`config.mk`:
```
export PLATFORM = sky130hd
export DESIGN_NAME = rx_config_and_mask_timer
export DESIGN_NICKNAME = d
export VERILOG_FILES = /design/src/logic/rx_config_pkg.sv /design/src/logic/rx_config_and_mask_timer.sv
export SDC_FILE = /design/constraint.sdc
export NUM_CORES = 1
export LEC_CHECK = 0
export ABC_AREA = 1
export CAP_MARGIN = 10
export CORE_MARGIN = 4
export CORE_UTILIZATION = 60
export DETAILED_ROUTE_END_ITERATION = 8
export DONT_BUFFER_PORTS = 1
export GPL_TIMING_DRIVEN = 0
export PLACE_DENSITY = 0.85
export SYNTH_ARGS = -nofsm -noshare
export SYNTH_HDL_FRONTEND = slang
export SYNTH_SLANG_ARGS = --single-unit
```
`constraint.sdc`:
```
create_clock -name clock -period 2.8 [get_ports clock]
set_input_delay 0.28 -clock clock [delete_from_list [all_inputs] [get_ports clock]]
set_output_delay 0.28 -clock clock [all_outputs]
set_load 0.005 [all_outputs]
```
`src/logic/rx_config_pkg.sv`:
```
// package: register map, reset values, timing counts and mask state, control and status types
package rx_config_pkg;

  // register indices; byte address is four times the index
  localparam logic [7:0] RECEIVER_OPTIONS_INDEX = 8'h0B;
  localparam logic [7:0] FIRST_STAGE_GAIN_INDEX = 8'h0C;
  localparam logic [7:0] LATER_STAGE_GAIN_INDEX = 8'h0D;
  localparam logic [7:0] RECEIVE_MASK_TIME_INDEX = 8'h0E;

  localparam logic [7:0] RECEIVER_OPTIONS_RESET = 8'h1A;
  localparam logic [7:0] FIRST_STAGE_GAIN_RESET = 8'hD8;
  localparam logic [7:0] LATER_STAGE_GAIN_RESET = 8'h00;
  localparam logic [7:0] RECEIVE_MASK_TIME_RESET = 8'h08;

  // receiver_options fields
  localparam int LOW_POWER_RECEIVE_BIT = 7;
  localparam int LOW_FREQ_INPUT_SPLIT_BIT = 6;
  localparam int LF_SIGNAL_BIT = 5;
  localparam int GAIN_LOOP_ENABLE_BIT = 4;
  localparam int GAIN_LOOP_WHOLE_BIT = 3;
  localparam int GAIN_LOOP_RESET_ALG_BIT = 2;
  localparam int AUTO_SQUELCH_BIT = 1;
  localparam int PHASE_MIXER_CLOCK_BIT = 0;
  // first_stage_gain fields
  localparam int AM_FIRST_MSB = 7;
  localparam int AM_FIRST_LSB = 5;
  localparam int PM_FIRST_MSB = 4;
  localparam int PM_FIRST_LSB = 2;
  localparam int CLIP_BIT = 1;
  localparam int PEER_FORCE_BIT = 0;
  // later_stage_gain fields
  localparam int AM_LATER_MSB = 7;
  localparam int AM_LATER_LSB = 4;
  localparam int PM_LATER_MSB = 3;
  localparam int PM_LATER_LSB = 0;

  localparam logic [3:0] LATER_GAIN_MAX_CODE = 4'hA;
  localparam logic [3:0] WINDOW_MAX_STEPS = 4'h4;
  // forced -6 dB is two 3 dB stage steps
  localparam logic [2:0] FORCED_STAGE_STEPS = 3'h2;

  // mask timer, in carrier periods except MASK_MIN_COUNT, which counts steps
  localparam int MASK_STEP_FC = 64;
  localparam int DETECT_STEP_FC = 512;
  localparam logic [7:0] MASK_MIN_COUNT = 8'h04;
  localparam int SQUELCH_DELAY_FC = 256;

  localparam logic [1:0] RESP_OKAY = 2'h0;
  localparam logic [1:0] RESP_SLVERR = 2'h2;

  typedef enum logic [1:0] {MASK_IDLE = 2'b00, MASK_RUN = 2'b01}
    mask_state_type;

  typedef struct packed {
    logic lowPowerReceive;
    logic lowFreqInputSplit;
    logic lfSignalEnable;
    logic gainLoopEnable;
    logic gainLoopWholePeriod;
    logic gainLoopResetAlg;
    logic phaseMixerInternal;
    logic [2:0] amFirstStageGain;
    logic [2:0] pmFirstStageGain;
    logic clipEnable;
    logic peerModeGainForce;
    logic [2:0] amWindowSteps;
    logic [2:0] amStageSteps;
    logic [2:0] pmWindowSteps;
    logic [2:0] pmStageSteps;
  } rx_control_type;

  typedef struct packed {
    logic maskActive;
    logic squelchActive;
    logic restartNeeded;
  } rx_status_type;

endpackage

```
`src/logic/rx_config_and_mask_timer.sv`:
```
// receiver configuration registers and mask receive timer
//
// The AXI4-Lite slave port was left to the implementer.
`timescale 1ns/100ps
module rx_config_and_mask_timer
  import rx_config_pkg::*;
#(
  parameter int ADDR_WIDTH = 6,
  parameter int HALF_STEP_FC = 64
)(
  input wire logic clock,
  input wire logic rst,
  input wire logic [ADDR_WIDTH-1:0] awaddr,
  input wire logic awvalid,
  output logic awready,
  input wire logic [31:0] wdata,
  input wire logic [3:0] wstrb,
  input wire logic wvalid,
  output logic wready,
  output logic [1:0] bresp,
  output logic bvalid,
  input wire logic bready,
  input wire logic [ADDR_WIDTH-1:0] araddr,
  input wire logic arvalid,
  output logic arready,
  output logic [31:0] rdata,
  output logic [1:0] rresp,
  output logic rvalid,
  input wire logic rready,
  input wire logic carrierTick,
  input wire logic txEnd,
  input wire logic bitRateDetectMode,
  input wire logic typeA106Mode,
  input wire logic singleEndedMode,
  input wire logic resetRxGain,
  input wire logic setDefault,
  input wire logic receiverRestart,
  input wire logic receiverDataValid,
  output logic receiverDataPass,
  output rx_control_type control,
  output rx_status_type status
);

  // ==========================================================
  // register bus write side
  logic [7:0] receiverOptions;
  logic [7:0] firstStageGain;
  logic [7:0] laterStageGain;
  logic [7:0] receiveMaskTime;
  logic [ADDR_WIDTH-1:0] writeAddr;
  logic [7:0] writeByte;
  logic writeLane;
  logic haveAddr;
  logic haveData;

  wire takeAddr = awvalid && awready;
  wire takeData = wvalid && wready;
  wire addrReady = haveAddr || takeAddr;
  wire dataReady = haveData || takeData;
  wire doWrite = addrReady && dataReady && !bvalid;
  wire [ADDR_WIDTH-1:0] curWriteAddr = haveAddr ? writeAddr : awaddr;
  wire [7:0] curWriteByte = haveData ? writeByte : wdata[7:0];
  wire curWriteLane = haveData ? writeLane : wstrb[0];
  wire [ADDR_WIDTH-3:0] writeIndex = curWriteAddr[ADDR_WIDTH-1:2];
  wire writeHitOptions = writeIndex == RECEIVER_OPTIONS_INDEX[ADDR_WIDTH-3:0];
  wire writeHitFirst = writeIndex == FIRST_STAGE_GAIN_INDEX[ADDR_WIDTH-3:0];
  wire writeHitLater = writeIndex == LATER_STAGE_GAIN_INDEX[ADDR_WIDTH-3:0];
  wire writeHitMask = writeIndex == RECEIVE_MASK_TIME_INDEX[ADDR_WIDTH-3:0];
  wire writeHit = writeHitOptions || writeHitFirst || writeHitLater ||
    writeHitMask;
  wire writeStore = doWrite && curWriteLane;
  wire peerForceClear = writeStore && writeHitFirst &&
    firstStageGain[PEER_FORCE_BIT] && !curWriteByte[PEER_FORCE_BIT];

  always_ff @(posedge clock)
  begin
    if (rst)
    begin
      haveAddr <= 1'b0;
      haveData <= 1'b0;
      writeAddr <= '0;
      writeByte <= 8'h00;
      writeLane <= 1'b0;
      awready <= 1'b0;
      wready <= 1'b0;
      bvalid <= 1'b0;
      bresp <= RESP_OKAY;
    end
    else
    begin
      haveAddr <= addrReady && !doWrite;
      haveData <= dataReady && !doWrite;
      if (takeAddr)
        writeAddr <= awaddr;
      if (takeData)
      begin
        writeByte <= wdata[7:0];
        writeLane <= wstrb[0];
      end
      awready <= !addrReady && !bvalid && !awready;
      wready <= !dataReady && !bvalid && !wready;
      if (doWrite)
      begin
        bvalid <= 1'b1;
        bresp <= writeHit ? RESP_OKAY : RESP_SLVERR;
      end
      else if (bready)
        bvalid <= 1'b0;
    end
  end

  // ==========================================================
  // register storage, defaults at reset or set-default
  always_ff @(posedge clock)
  begin
    if (rst || setDefault)
    begin
      receiverOptions <= RECEIVER_OPTIONS_RESET;
      firstStageGain <= FIRST_STAGE_GAIN_RESET;
      laterStageGain <= LATER_STAGE_GAIN_RESET;
      receiveMaskTime <= RECEIVE_MASK_TIME_RESET;
    end
    else if (writeStore)
    begin
      if (writeHitOptions)
        receiverOptions <= curWriteByte;
      if (writeHitFirst)
        firstStageGain <= curWriteByte;
      if (writeHitLater)
        laterStageGain <= curWriteByte;
      if (writeHitMask)
        receiveMaskTime <= curWriteByte;
    end
  end

  // ==========================================================
  // register bus read side
  wire [ADDR_WIDTH-3:0] readIndex = araddr[ADDR_WIDTH-1:2];
  wire readHitOptions = readIndex == RECEIVER_OPTIONS_INDEX[ADDR_WIDTH-3:0];
  wire readHitFirst = readIndex == FIRST_STAGE_GAIN_INDEX[ADDR_WIDTH-3:0];
  wire readHitLater = readIndex == LATER_STAGE_GAIN_INDEX[ADDR_WIDTH-3:0];
  wire readHitMask = readIndex == RECEIVE_MASK_TIME_INDEX[ADDR_WIDTH-3:0];
  wire readHit = readHitOptions || readHitFirst || readHitLater ||
    readHitMask;
  wire [7:0] readByte = readHitOptions ? receiverOptions :
    readHitFirst ? firstStageGain :
    readHitLater ? laterStageGain :
    readHitMask ? receiveMaskTime : 8'h00;
  wire takeRead = arvalid && arready;

  always_ff @(posedge clock)
  begin
    if (rst)
    begin
      arready <= 1'b0;
      rvalid <= 1'b0;
      rdata <= 32'h00000000;
      rresp <= RESP_OKAY;
    end
    else
    begin
      arready <= !rvalid && !arready && !takeRead;
      if (takeRead)
      begin
        rvalid <= 1'b1;
        rdata <= {24'h000000, readByte};
        rresp <= readHit ? RESP_OKAY : RESP_SLVERR;
      end
      else if (rready)
        rvalid <= 1'b0;
    end
  end

  // ==========================================================
  // later stage gain, applied only on the reset-gain command
  logic [3:0] amApplied;
  logic [3:0] pmApplied;
  wire [3:0] amLaterCode = laterStageGain[AM_LATER_MSB:AM_LATER_LSB];
  wire [3:0] pmLaterCode = laterStageGain[PM_LATER_MSB:PM_LATER_LSB];

  always_ff @(posedge clock)
  begin
    if (rst)
    begin
      amApplied <= LATER_STAGE_GAIN_RESET[AM_LATER_MSB:AM_LATER_LSB];
      pmApplied <= LATER_STAGE_GAIN_RESET[PM_LATER_MSB:PM_LATER_LSB];
    end
    else if (resetRxGain)
    begin
      amApplied <= amLaterCode > LATER_GAIN_MAX_CODE ?
        LATER_GAIN_MAX_CODE : amLaterCode;
      pmApplied <= pmLaterCode > LATER_GAIN_MAX_CODE ?
        LATER_GAIN_MAX_CODE : pmLaterCode;
    end
  end

  // window grows up to four steps, then stage gain takes the rest
  wire peerForce = firstStageGain[PEER_FORCE_BIT];
  wire amOverWindow = amApplied > WINDOW_MAX_STEPS;
  wire pmOverWindow = pmApplied > WINDOW_MAX_STEPS;
  wire [3:0] amWindow = amOverWindow ? WINDOW_MAX_STEPS : amApplied;
  wire [3:0] pmWindow = pmOverWindow ? WINDOW_MAX_STEPS : pmApplied;
  wire [3:0] amStage = amOverWindow ? amApplied - WINDOW_MAX_STEPS : 4'h0;
  wire [3:0] pmStage = pmOverWindow ? pmApplied - WINDOW_MAX_STEPS : 4'h0;

  rx_control_type next_control;
  always_comb
  begin
    next_control.lowPowerReceive =
      receiverOptions[LOW_POWER_RECEIVE_BIT];
    next_control.lowFreqInputSplit =
      receiverOptions[LOW_FREQ_INPUT_SPLIT_BIT];
    next_control.lfSignalEnable = receiverOptions[LF_SIGNAL_BIT];
    next_control.gainLoopEnable =
      receiverOptions[GAIN_LOOP_ENABLE_BIT];
    next_control.gainLoopWholePeriod =
      receiverOptions[GAIN_LOOP_WHOLE_BIT];
    next_control.gainLoopResetAlg =
      receiverOptions[GAIN_LOOP_RESET_ALG_BIT];
    next_control.phaseMixerInternal =
      receiverOptions[PHASE_MIXER_CLOCK_BIT] || singleEndedMode;
    next_control.amFirstStageGain =
      firstStageGain[AM_FIRST_MSB:AM_FIRST_LSB];
    next_control.pmFirstStageGain =
      firstStageGain[PM_FIRST_MSB:PM_FIRST_LSB];
    next_control.clipEnable = firstStageGain[CLIP_BIT];
    next_control.peerModeGainForce = peerForce;
    next_control.amWindowSteps = peerForce ? WINDOW_MAX_STEPS[2:0] :
      amWindow[2:0];
    next_control.pmWindowSteps = peerForce ? WINDOW_MAX_STEPS[2:0] :
      pmWindow[2:0];
    next_control.amStageSteps = peerForce ? FORCED_STAGE_STEPS : amStage[2:0];
    next_control.pmStageSteps = peerForce ? FORCED_STAGE_STEPS : pmStage[2:0];
  end

  // ==========================================================
  // mask receive timer and automatic squelch
  mask_state_type maskState;
  logic [16:0] elapsedFc;
  logic [16:0] maskLimit;
  logic restartNeeded;

  wire [7:0] maskCount = receiveMaskTime < MASK_MIN_COUNT ?
    MASK_MIN_COUNT : receiveMaskTime;
  wire [9:0] stepFc = bitRateDetectMode ? 10'(DETECT_STEP_FC) :
    typeA106Mode ? 10'(HALF_STEP_FC) : 10'(MASK_STEP_FC);
  wire [16:0] next_maskLimit = 17'(maskCount * stepFc);
  wire maskDone = maskState == MASK_RUN && carrierTick &&
    elapsedFc + 17'h00001 >= maskLimit;
  wire masking = maskState == MASK_RUN;
  wire next_squelch = masking && !maskDone &&
    receiverOptions[AUTO_SQUELCH_BIT] &&
    elapsedFc + 17'(carrierTick) >= 17'(SQUELCH_DELAY_FC);

  always_ff @(posedge clock)
  begin
    if (rst)
    begin
      maskState <= MASK_IDLE;
      elapsedFc <= 17'h00000;
      maskLimit <= 17'h00000;
    end
    else if (txEnd)
    begin
      maskState <= MASK_RUN;
      elapsedFc <= 17'h00000;
      maskLimit <= next_maskLimit;
    end
    else
    begin
      case (maskState)
        MASK_RUN:
        begin
          if (maskDone)
            maskState <= MASK_IDLE;
          if (carrierTick)
            elapsedFc <= elapsedFc + 17'h00001;
        end
        default:
          maskState <= MASK_IDLE;
      endcase
    end
  end

  // restart flag: clearing the force bit wins over a restart pulse
  always_ff @(posedge clock)
  begin
    if (rst)
      restartNeeded <= 1'b0;
    else if (peerForceClear)
      restartNeeded <= 1'b1;
    else if (receiverRestart)
      restartNeeded <= 1'b0;
  end

  // ==========================================================
  // registered outputs
  always_ff @(posedge clock)
  begin
    if (rst)
    begin
      control <= '0;
      status <= '0;
      receiverDataPass <= 1'b0;
    end
    else
    begin
      control <= next_control;
      status.maskActive <= masking && !maskDone;
      status.squelchActive <= next_squelch;
      status.restartNeeded <= restartNeeded;
      receiverDataPass <= receiverDataValid && !masking;
    end
  end
endmodule

```
==> results of run 1 <==
[what timing repair did]
item | CTS | global route
endpoints found under the hold margin | 32 | 0
gates resized for setup | 0 | 8
hold buffers | 25 | 0
setup endpoints to repair | 0 | 5
[where the power goes]
part	internal (W)	switching, W
logic	0.000148	0.000264
registers	0.00193	0.0000448
clock network	0.00124	0.000987
[final timing paths]
check                     startpoint            end  slack [ns]  cells past startpoint
setup / recovery  receiveMaskTime[7]  maskLimit[15]        0.17                     12
hold reg to reg         amApplied[3]     control[8]        0.46                      2
setup reg to reg  receiveMaskTime[7]  maskLimit[15]        0.17                     12
hold / removal     bitRateDetectMode  maskLimit[16]        0.02                      4
[flip-flops by register name, indices dropped and copies added, names as in the netlist, 8 cells and up]
register         count
control             27
elapsedFc           17
maskLimit           11
firstStageGain       8
laterStageGain       8
rdata                8
receiveMaskTime      8
receiverOptions      8
writeByte            8
[cells by family after synthesis]
kind of cell / Yosys count
multiplexers: 1
other: 1
AO/OA/AOI/OAI: 190
AND/OR/NAND/NOR: 311
adder cells (fa/ha/maj): 29
XOR/XNOR: 16
flip-flops: 131
buffers and inverters: 163
[per-stage QoR]
step | hold slack [ns] | setup slack, ns | util, % | instances
finish | 0.0224 | 0.168 | 72.3 | 1063
global route | 0.0180 | 0.00279 | 72.3 | 1063
CTS | 0.00300 | 0.0662 | 72.1 | 1063
detailed placement | 0.388 | 0.159 | 63.9 | 1006
global placement | 0.378 | 0.150 | 63.9 | 1006
floorplan | 0.374 | 0.466 | - | 870
[layout by cell type, fill, tap and decap left out, types with 21 or more instances in the layout]
cell and count:
a21oi_1 69, buf_4 26, conb_1 29, dfxtp_1 129, dlygate4sd3_1 25, ha_1 27, inv_1 109, nand2_1 149
nand3_1 21, nor2_1 94, o21ai_0 65
[metal layers]
layer	vias to the layer above	wire length (um)	share of wire [%]	track usage, %
met4	0	490	3.0	10.9
met2	320	7420	45	43.2
met5	-	0	0	0
met1	2638	6760	41	34.8
met3	59	1650	10	7.98
li1	2848	-	-	-
[area by class of cell]
class	count	area (sq um)	area share [%]
well taps	136	170	2.29
repair buffers	25	250	3.37
flip-flops and latches	131	2630	35.3
clock inverters	15	180	2.43
plain buffers	46	295	3.97
multi-input cells	576	3050	41.1
inverters	117	444	5.98
clock buffers	17	414	5.57
[synth_stat cells (all sizes together), types with 6 or more instances]
master	number
buf	32
inv	113
nand3	21
o211ai	12
dfxtp	131
o221ai	7
nor2	99
nor3	21
nand4	6
a21oi	69
o21bai	7
ha	28
nand2	158
clkbuf	14
o21ai	79
xor2	12
[worst reg2reg max path, stage by stage, from the launching register on]
cell and delay (ns):
dfxtp_1 0.34, nor4_2 0.28, nand3_1 0.15, nand2_1 0.11, nor2_1 0.06, ha_1 0.20, ha_1 0.31, ha_2 0.22
fa_1 0.38, nand2_1 0.09, o21ai_0 0.10, xnor2_1 0.19, a21oi_1 0.09
==> implementation parameters, run 1 <==
Parameter                              Value

Critical path
  Crit path cell chain ... nor4_2 -> nand3_1 -> nand2_1 -> nor2_1 -> ha_1 -> ha_1 -> ha_2 -> fa_1 -> nand2_1 -> o21ai_0 -> xnor2_1 -> a21oi_1
  Arrival time reported for the critical path endpoint ... 3.04 ns
  Top Family by Delay on Critical Path ... adder cells
  Delay contributed by the slowest stage of the critical path ... 0.38 ns
  Worst path buffer plus inverter count ... 0
  Required time of the worst setup path ... 3.21 ns
  Startpoint-to-endpoint class of the critical path ... flip-flop to flip-flop
  Category of the worst setup path capture point ... flip-flop
  CP max FO ... 3
  Setup crit start kind ... flip-flop
  CP max-delay cell ... fa_1

Clocking
  Clock input transition at the sequential cells of the worst setup and hold paths ... 0.07 ns
  H-Tree Depth ... 4
  CTS tree ... done
  Clock insertion delay at the later pin of the skew report ... 0.53 ns
  Count of clock tree sinks ... 131
  Post-CTS Setup Repair Bufs ... 0
  Root buf cell ... clkbuf_8
  Number of clock buffers inserted by TritonCTS ... 17
  Maximum root-to-sink buffer count ... 2

Synth
  Count of synthesis-stage warnings from yosys ... 0
  Most used flip-flop cell after synthesis ... dfxtp_1
  Number of flops mapped to enable cells by yosys ... 0
  Share of the synthesized area in compound gates (AO/OA/AOI/OAI) ... 17.1%
  Number of synthesized register bits ... 131
  Fraction of registers with async set or reset after synthesis ... 0%
  Count of mapped cells out of synthesis ... 842
  Synth Area in Adders ... 5.89%
  Synth Cell Area ... 6290 sq um
  Multiplexer share of the synthesized area ... 0.159%
  Average size of a mapped cell ... 7.47 sq um
  Largest family of logic cells by synthesized area ... simple AND/OR/NAND/NOR gates
  Area leader, netlist ... dfxtp_1
  Area share of and/or/nand/nor cells after synthesis ... 21.2%
  Fraction of synthesized cell area taken by the top area cell type ... 41.7%
  Sequential element share of the synthesized area ... 41.7%
  Area contributors post-synth ... dfxtp_1 42%, nand2_1 8.9%, inv_1 6.5%, nor2_1 5.6%, ha_1 5.6%
  Xor and xnor area share after synthesis ... 2.23%
  Distinct cells, synth ... 44

Pwr
  Highest ir drop seen on vdd ... 0.404 mV
  Design Power ... 0.00461 W
  Leakage ... 3.33 nW
  Power density over cell area ... 620 nW/um^2

Detailed routing
  Via density per instance ... 5.52
  Total number of vias ... 5865
  Total wire length ... 16300 um
  Total iterations of the first detailed-routing run ... 7
  Routed wirelength normalized by instance count ... 15.3 um
  Number of remaining DRC errors ... 0
  Number of nets with antenna violations after routing ... 0
  First-iteration detailed-routing DRC count ... 534

Die
  Placement Rows ... 37
  Die span in y ... 110 um
  Chip Width ... 110 um
  Area enclosed by the die boundary ... 12200 sq um
  Num ports ... 136
  Core Area ... 10300 sq um
  Initial cell density of the core ... 61.2%

Global routing
  Number of global-route vias before repair ... 5380
  Pin count of the biggest net entering global routing ... 17
  Global router's overall resource usage ... 27.2%
  Antenna violations before repair ... 0
  GRT overflow ... 0
  First-pass GRT wire length ... 25600 um

Placed design
  Number of I/O port buffers ... 0
  Routability cong. ... 0.909
  Cell area after placement ... 6560 sq um
  Detailed Place HPWL ... 11000 um

STA
  Share of the clock period used by the worst path ... 94.0%
  Worst Max-Slew Pin Slew ... 0.728 ns
  Unrepaired setup endpoints after global routing ... no
  Final-report setup violation count ... 0
  Slew HR ... 51.0%
  Maximum frequency from static timing analysis ... 380 MHz
  Worst clock skew ... 0.0105 ns
  Clock period minus worst slack ... 2.63 ns
  Number of pins with negative max-slew slack in the final report ... 0
  Setup tns final ... 0 ns
  Number of endpoints with negative hold slack in the final report ... 0

Flow run
  Max-cap violations ... 0

Layout
  Synth-to-layout area growth ... 18.1%
  Post-route cell area ... 7430 sq um
  Final nets ... 1007
  Filler cells ... 754
  N_diodes ... 0
  Proportion of layout cells with a drive suffix above 1 ... 10.1%

Worst hold path
  Worst hold path class ... input pin to flip-flop

Run status
  Result of the run ... complete, no violations
Note: power is estimated with default switching activity, not from simulation.
==> inputs of run 2 (changes only) <==
--- a/config.mk
+++ b/config.mk
@@ -13,6 +13,7 @@
 export DONT_BUFFER_PORTS = 1
 export GPL_TIMING_DRIVEN = 0
 export PLACE_DENSITY = 0.85
+export RECOVER_POWER = 25
 export SYNTH_ARGS = -nofsm -noshare
 export SYNTH_HDL_FRONTEND = slang
 export SYNTH_SLANG_ARGS = --single-unit
==> run 2 against run 1 <==
  * Sequential share of layout area is the same
  * Count of clock-buffer cells in the layout unchanged
  * Via count is 0.15% lower
  * Power grew 0.21%
  * Combinational power about the same
  * Cell count did not move
==> implementation parameters, run 2 (same netlist as run 1, synthesis figures left out) <==
Parameter                              Value

Clocking
  H-Tree Depth ... 4
  Clock insertion delay at the later pin of the skew report ... 0.53 ns
  Maximum root-to-sink buffer count ... 2
  Root buf cell ... clkbuf_8
  Clock input transition at the sequential cells of the worst setup and hold paths ... 0.07 ns
  Number of clock buffers inserted by TritonCTS ... 17
  CTS tree ... done
  Post-CTS Setup Repair Bufs ... 0
  Count of clock tree sinks ... 131

Placed design
  Detailed Place HPWL ... 11000 um
  Routability cong. ... 0.909
  Setup slack at placement ... 0.159 ns
  DP Cell Count ... 1006
  Number of I/O port buffers ... 0

Die
  Placement Rows ... 37
  Core Area ... 10300 sq um
  Initial cell density of the core ... 61.2%
  Chip Width ... 110 um
  Area enclosed by the die boundary ... 12200 sq um
  Num ports ... 136
  Die span in y ... 110 um

Global routing
  GRT overflow ... 0
  First-pass GRT wire length ... 25600 um
  Global router's overall resource usage ... 27.2%
  Number of global-route vias before repair ... 5380
  Pin count of the biggest net entering global routing ... 17
  Antenna violations before repair ... 0

Critical path
  CP max FO ... 3
  Setup crit start kind ... flip-flop
  Category of the worst setup path capture point ... flip-flop
  Arrival time reported for the critical path endpoint ... 3.05 ns
  Startpoint-to-endpoint class of the critical path ... flip-flop to flip-flop
  Required time of the worst setup path ... 3.21 ns
  Crit path cell chain ... nor4_2 -> nand3_1 -> nand2_1 -> nor2_1 -> ha_1 -> ha_1 -> ha_2 -> fa_1 -> nand2_1 -> o21ai_0 -> xnor2_1 -> a21oi_1
  CP max-delay cell ... fa_1
  Delay contributed by the slowest stage of the critical path ... 0.38 ns

STA
  Setup tns final ... 0 ns
  Maximum frequency from static timing analysis ... 380 MHz
  Unrepaired setup endpoints after global routing ... no
  Hold Slack ... 0.0153 ns
  Final WS setup ... 0.167 ns
  Final-report setup violation count ... 0
  Number of endpoints with negative hold slack in the final report ... 0
  Slew HR ... 49.6%
  Number of pins with negative max-slew slack in the final report ... 0
  Clock period minus worst slack ... 2.63 ns
  Share of the clock period used by the worst path ... 94.0%
  Worst Max-Slew Pin Slew ... 0.756 ns
  Worst clock skew ... 0.00816 ns

Layout
  Registers with the highest flip-flop counts ... control x27, elapsedFc x17, maskLimit x11
  Final nets ... 1007
  Synth-to-layout area growth ... 18.1%
  Number of flip-flops in the largest register ... 27
  Biggest register ... control
  Most common library cell in the layout ignoring fill and taps ... nand2_1
  Most frequent cells in the layout ... 149 x nand2_1, 129 x dfxtp_1, 110 x inv_1
  N_diodes ... 0
  Proportion of layout cells with a drive suffix above 1 ... 10.0%
  Final cell count without fillers ... 1063
  Fraction of the core area covered by cells at the end of the flow ... 72.3%

Pwr
  Leakage ... 3.33 nW
  Power density over cell area ... 622 nW/um^2
  Highest ir drop seen on vdd ... 0.406 mV

Detailed routing
  Total wire length ... 16400 um
  Number of nets with antenna violations after routing ... 0
  Total number of vias ... 5856
  Number of remaining DRC errors ... 0
  Via density per instance ... 5.51
  Routed wirelength normalized by instance count ... 15.4 um
  First-iteration detailed-routing DRC count ... 504
  Total iterations of the first detailed-routing run ... 8

Run status
  Result of the run ... complete, no violations

Flow run
  Max-cap violations ... 0

Worst hold path
  Worst hold path class ... input pin to flip-flop
==> run 2: cell count changes in the layout (fill, tap and decap cells not counted) <==
cell	previous run	this run
buf_1	1	0
clkbuf_1	14	15
inv_1	109	110
inv_2	4	3
==> run 2: routing by layer <==
layer  GRT usage [%]  wire [um]  up-vias
met5               0          0        -
met4            10.9        496        0
met3            7.98       1610       56
met2            43.2       7370      302
met1            34.8       6890     2655
li1                -          -     2843
==> run 2: final timing paths <==
kind / startpoint / to / slack, ns / depth (start not counted)
max: receiveMaskTime[7] / maskLimit[15] / 0.17 / 12
min: bitRateDetectMode / maskLimit[16] / 0.02 / 4
max reg2reg: receiveMaskTime[7] / maskLimit[15] / 0.17 / 12
min reg2reg: amApplied[3] / control[8] / 0.46 / 2
==> run 2: repair_timing <==
action,4_1_cts,5_1_grt
hold endpoints to repair,32,0
hold buffers,25,0
endpoints found under the setup margin,0,5
resized for setup,0,8
==> run 2: final cells by class <==
type | count | area [sq um]
clock inverter | 15 | 180
sequential | 131 | 2630
buffer | 46 | 295
multi-input combinational | 576 | 3050
tap | 136 | 170
clock buffer | 17 | 414
timing repair buffer | 25 | 250
inverter | 117 | 444
fill | 754 | 2850
==> run 2: metrics by stage <==
step | total power (W) | area (sq um)
2_1_floorplan | 0.00229 | 6390
3_3_place_gp | 0.00236 | 6560
3_5_place_dp | 0.00238 | 6560
4_1_cts | 0.00460 | 7410
5_1_grt | 0.00477 | 7430
6_report | 0.00462 | 7430
==> run 2: power by group <==
group          internal [W]  switching (W)  total (W)  leakage, nW
Sequential          0.00193      0.0000448    0.00197         1.07
Clock               0.00124       0.000997    0.00224        0.293
Combinational      0.000148       0.000265   0.000412         1.97
==> run 2: worst max-delay path, delay by kind of cell, from the launching register on <==
| kind | cells | cell delay, ns |
|---|---|---|
| AND/OR/NAND/NOR | 5 | 0.69 |
| AO/OA/AOI/OAI | 2 | 0.19 |
| adder cells (fa/ha/maj) | 4 | 1.11 |
| flip-flops | 1 | 0.34 |
| XOR/XNOR | 1 | 0.19 |
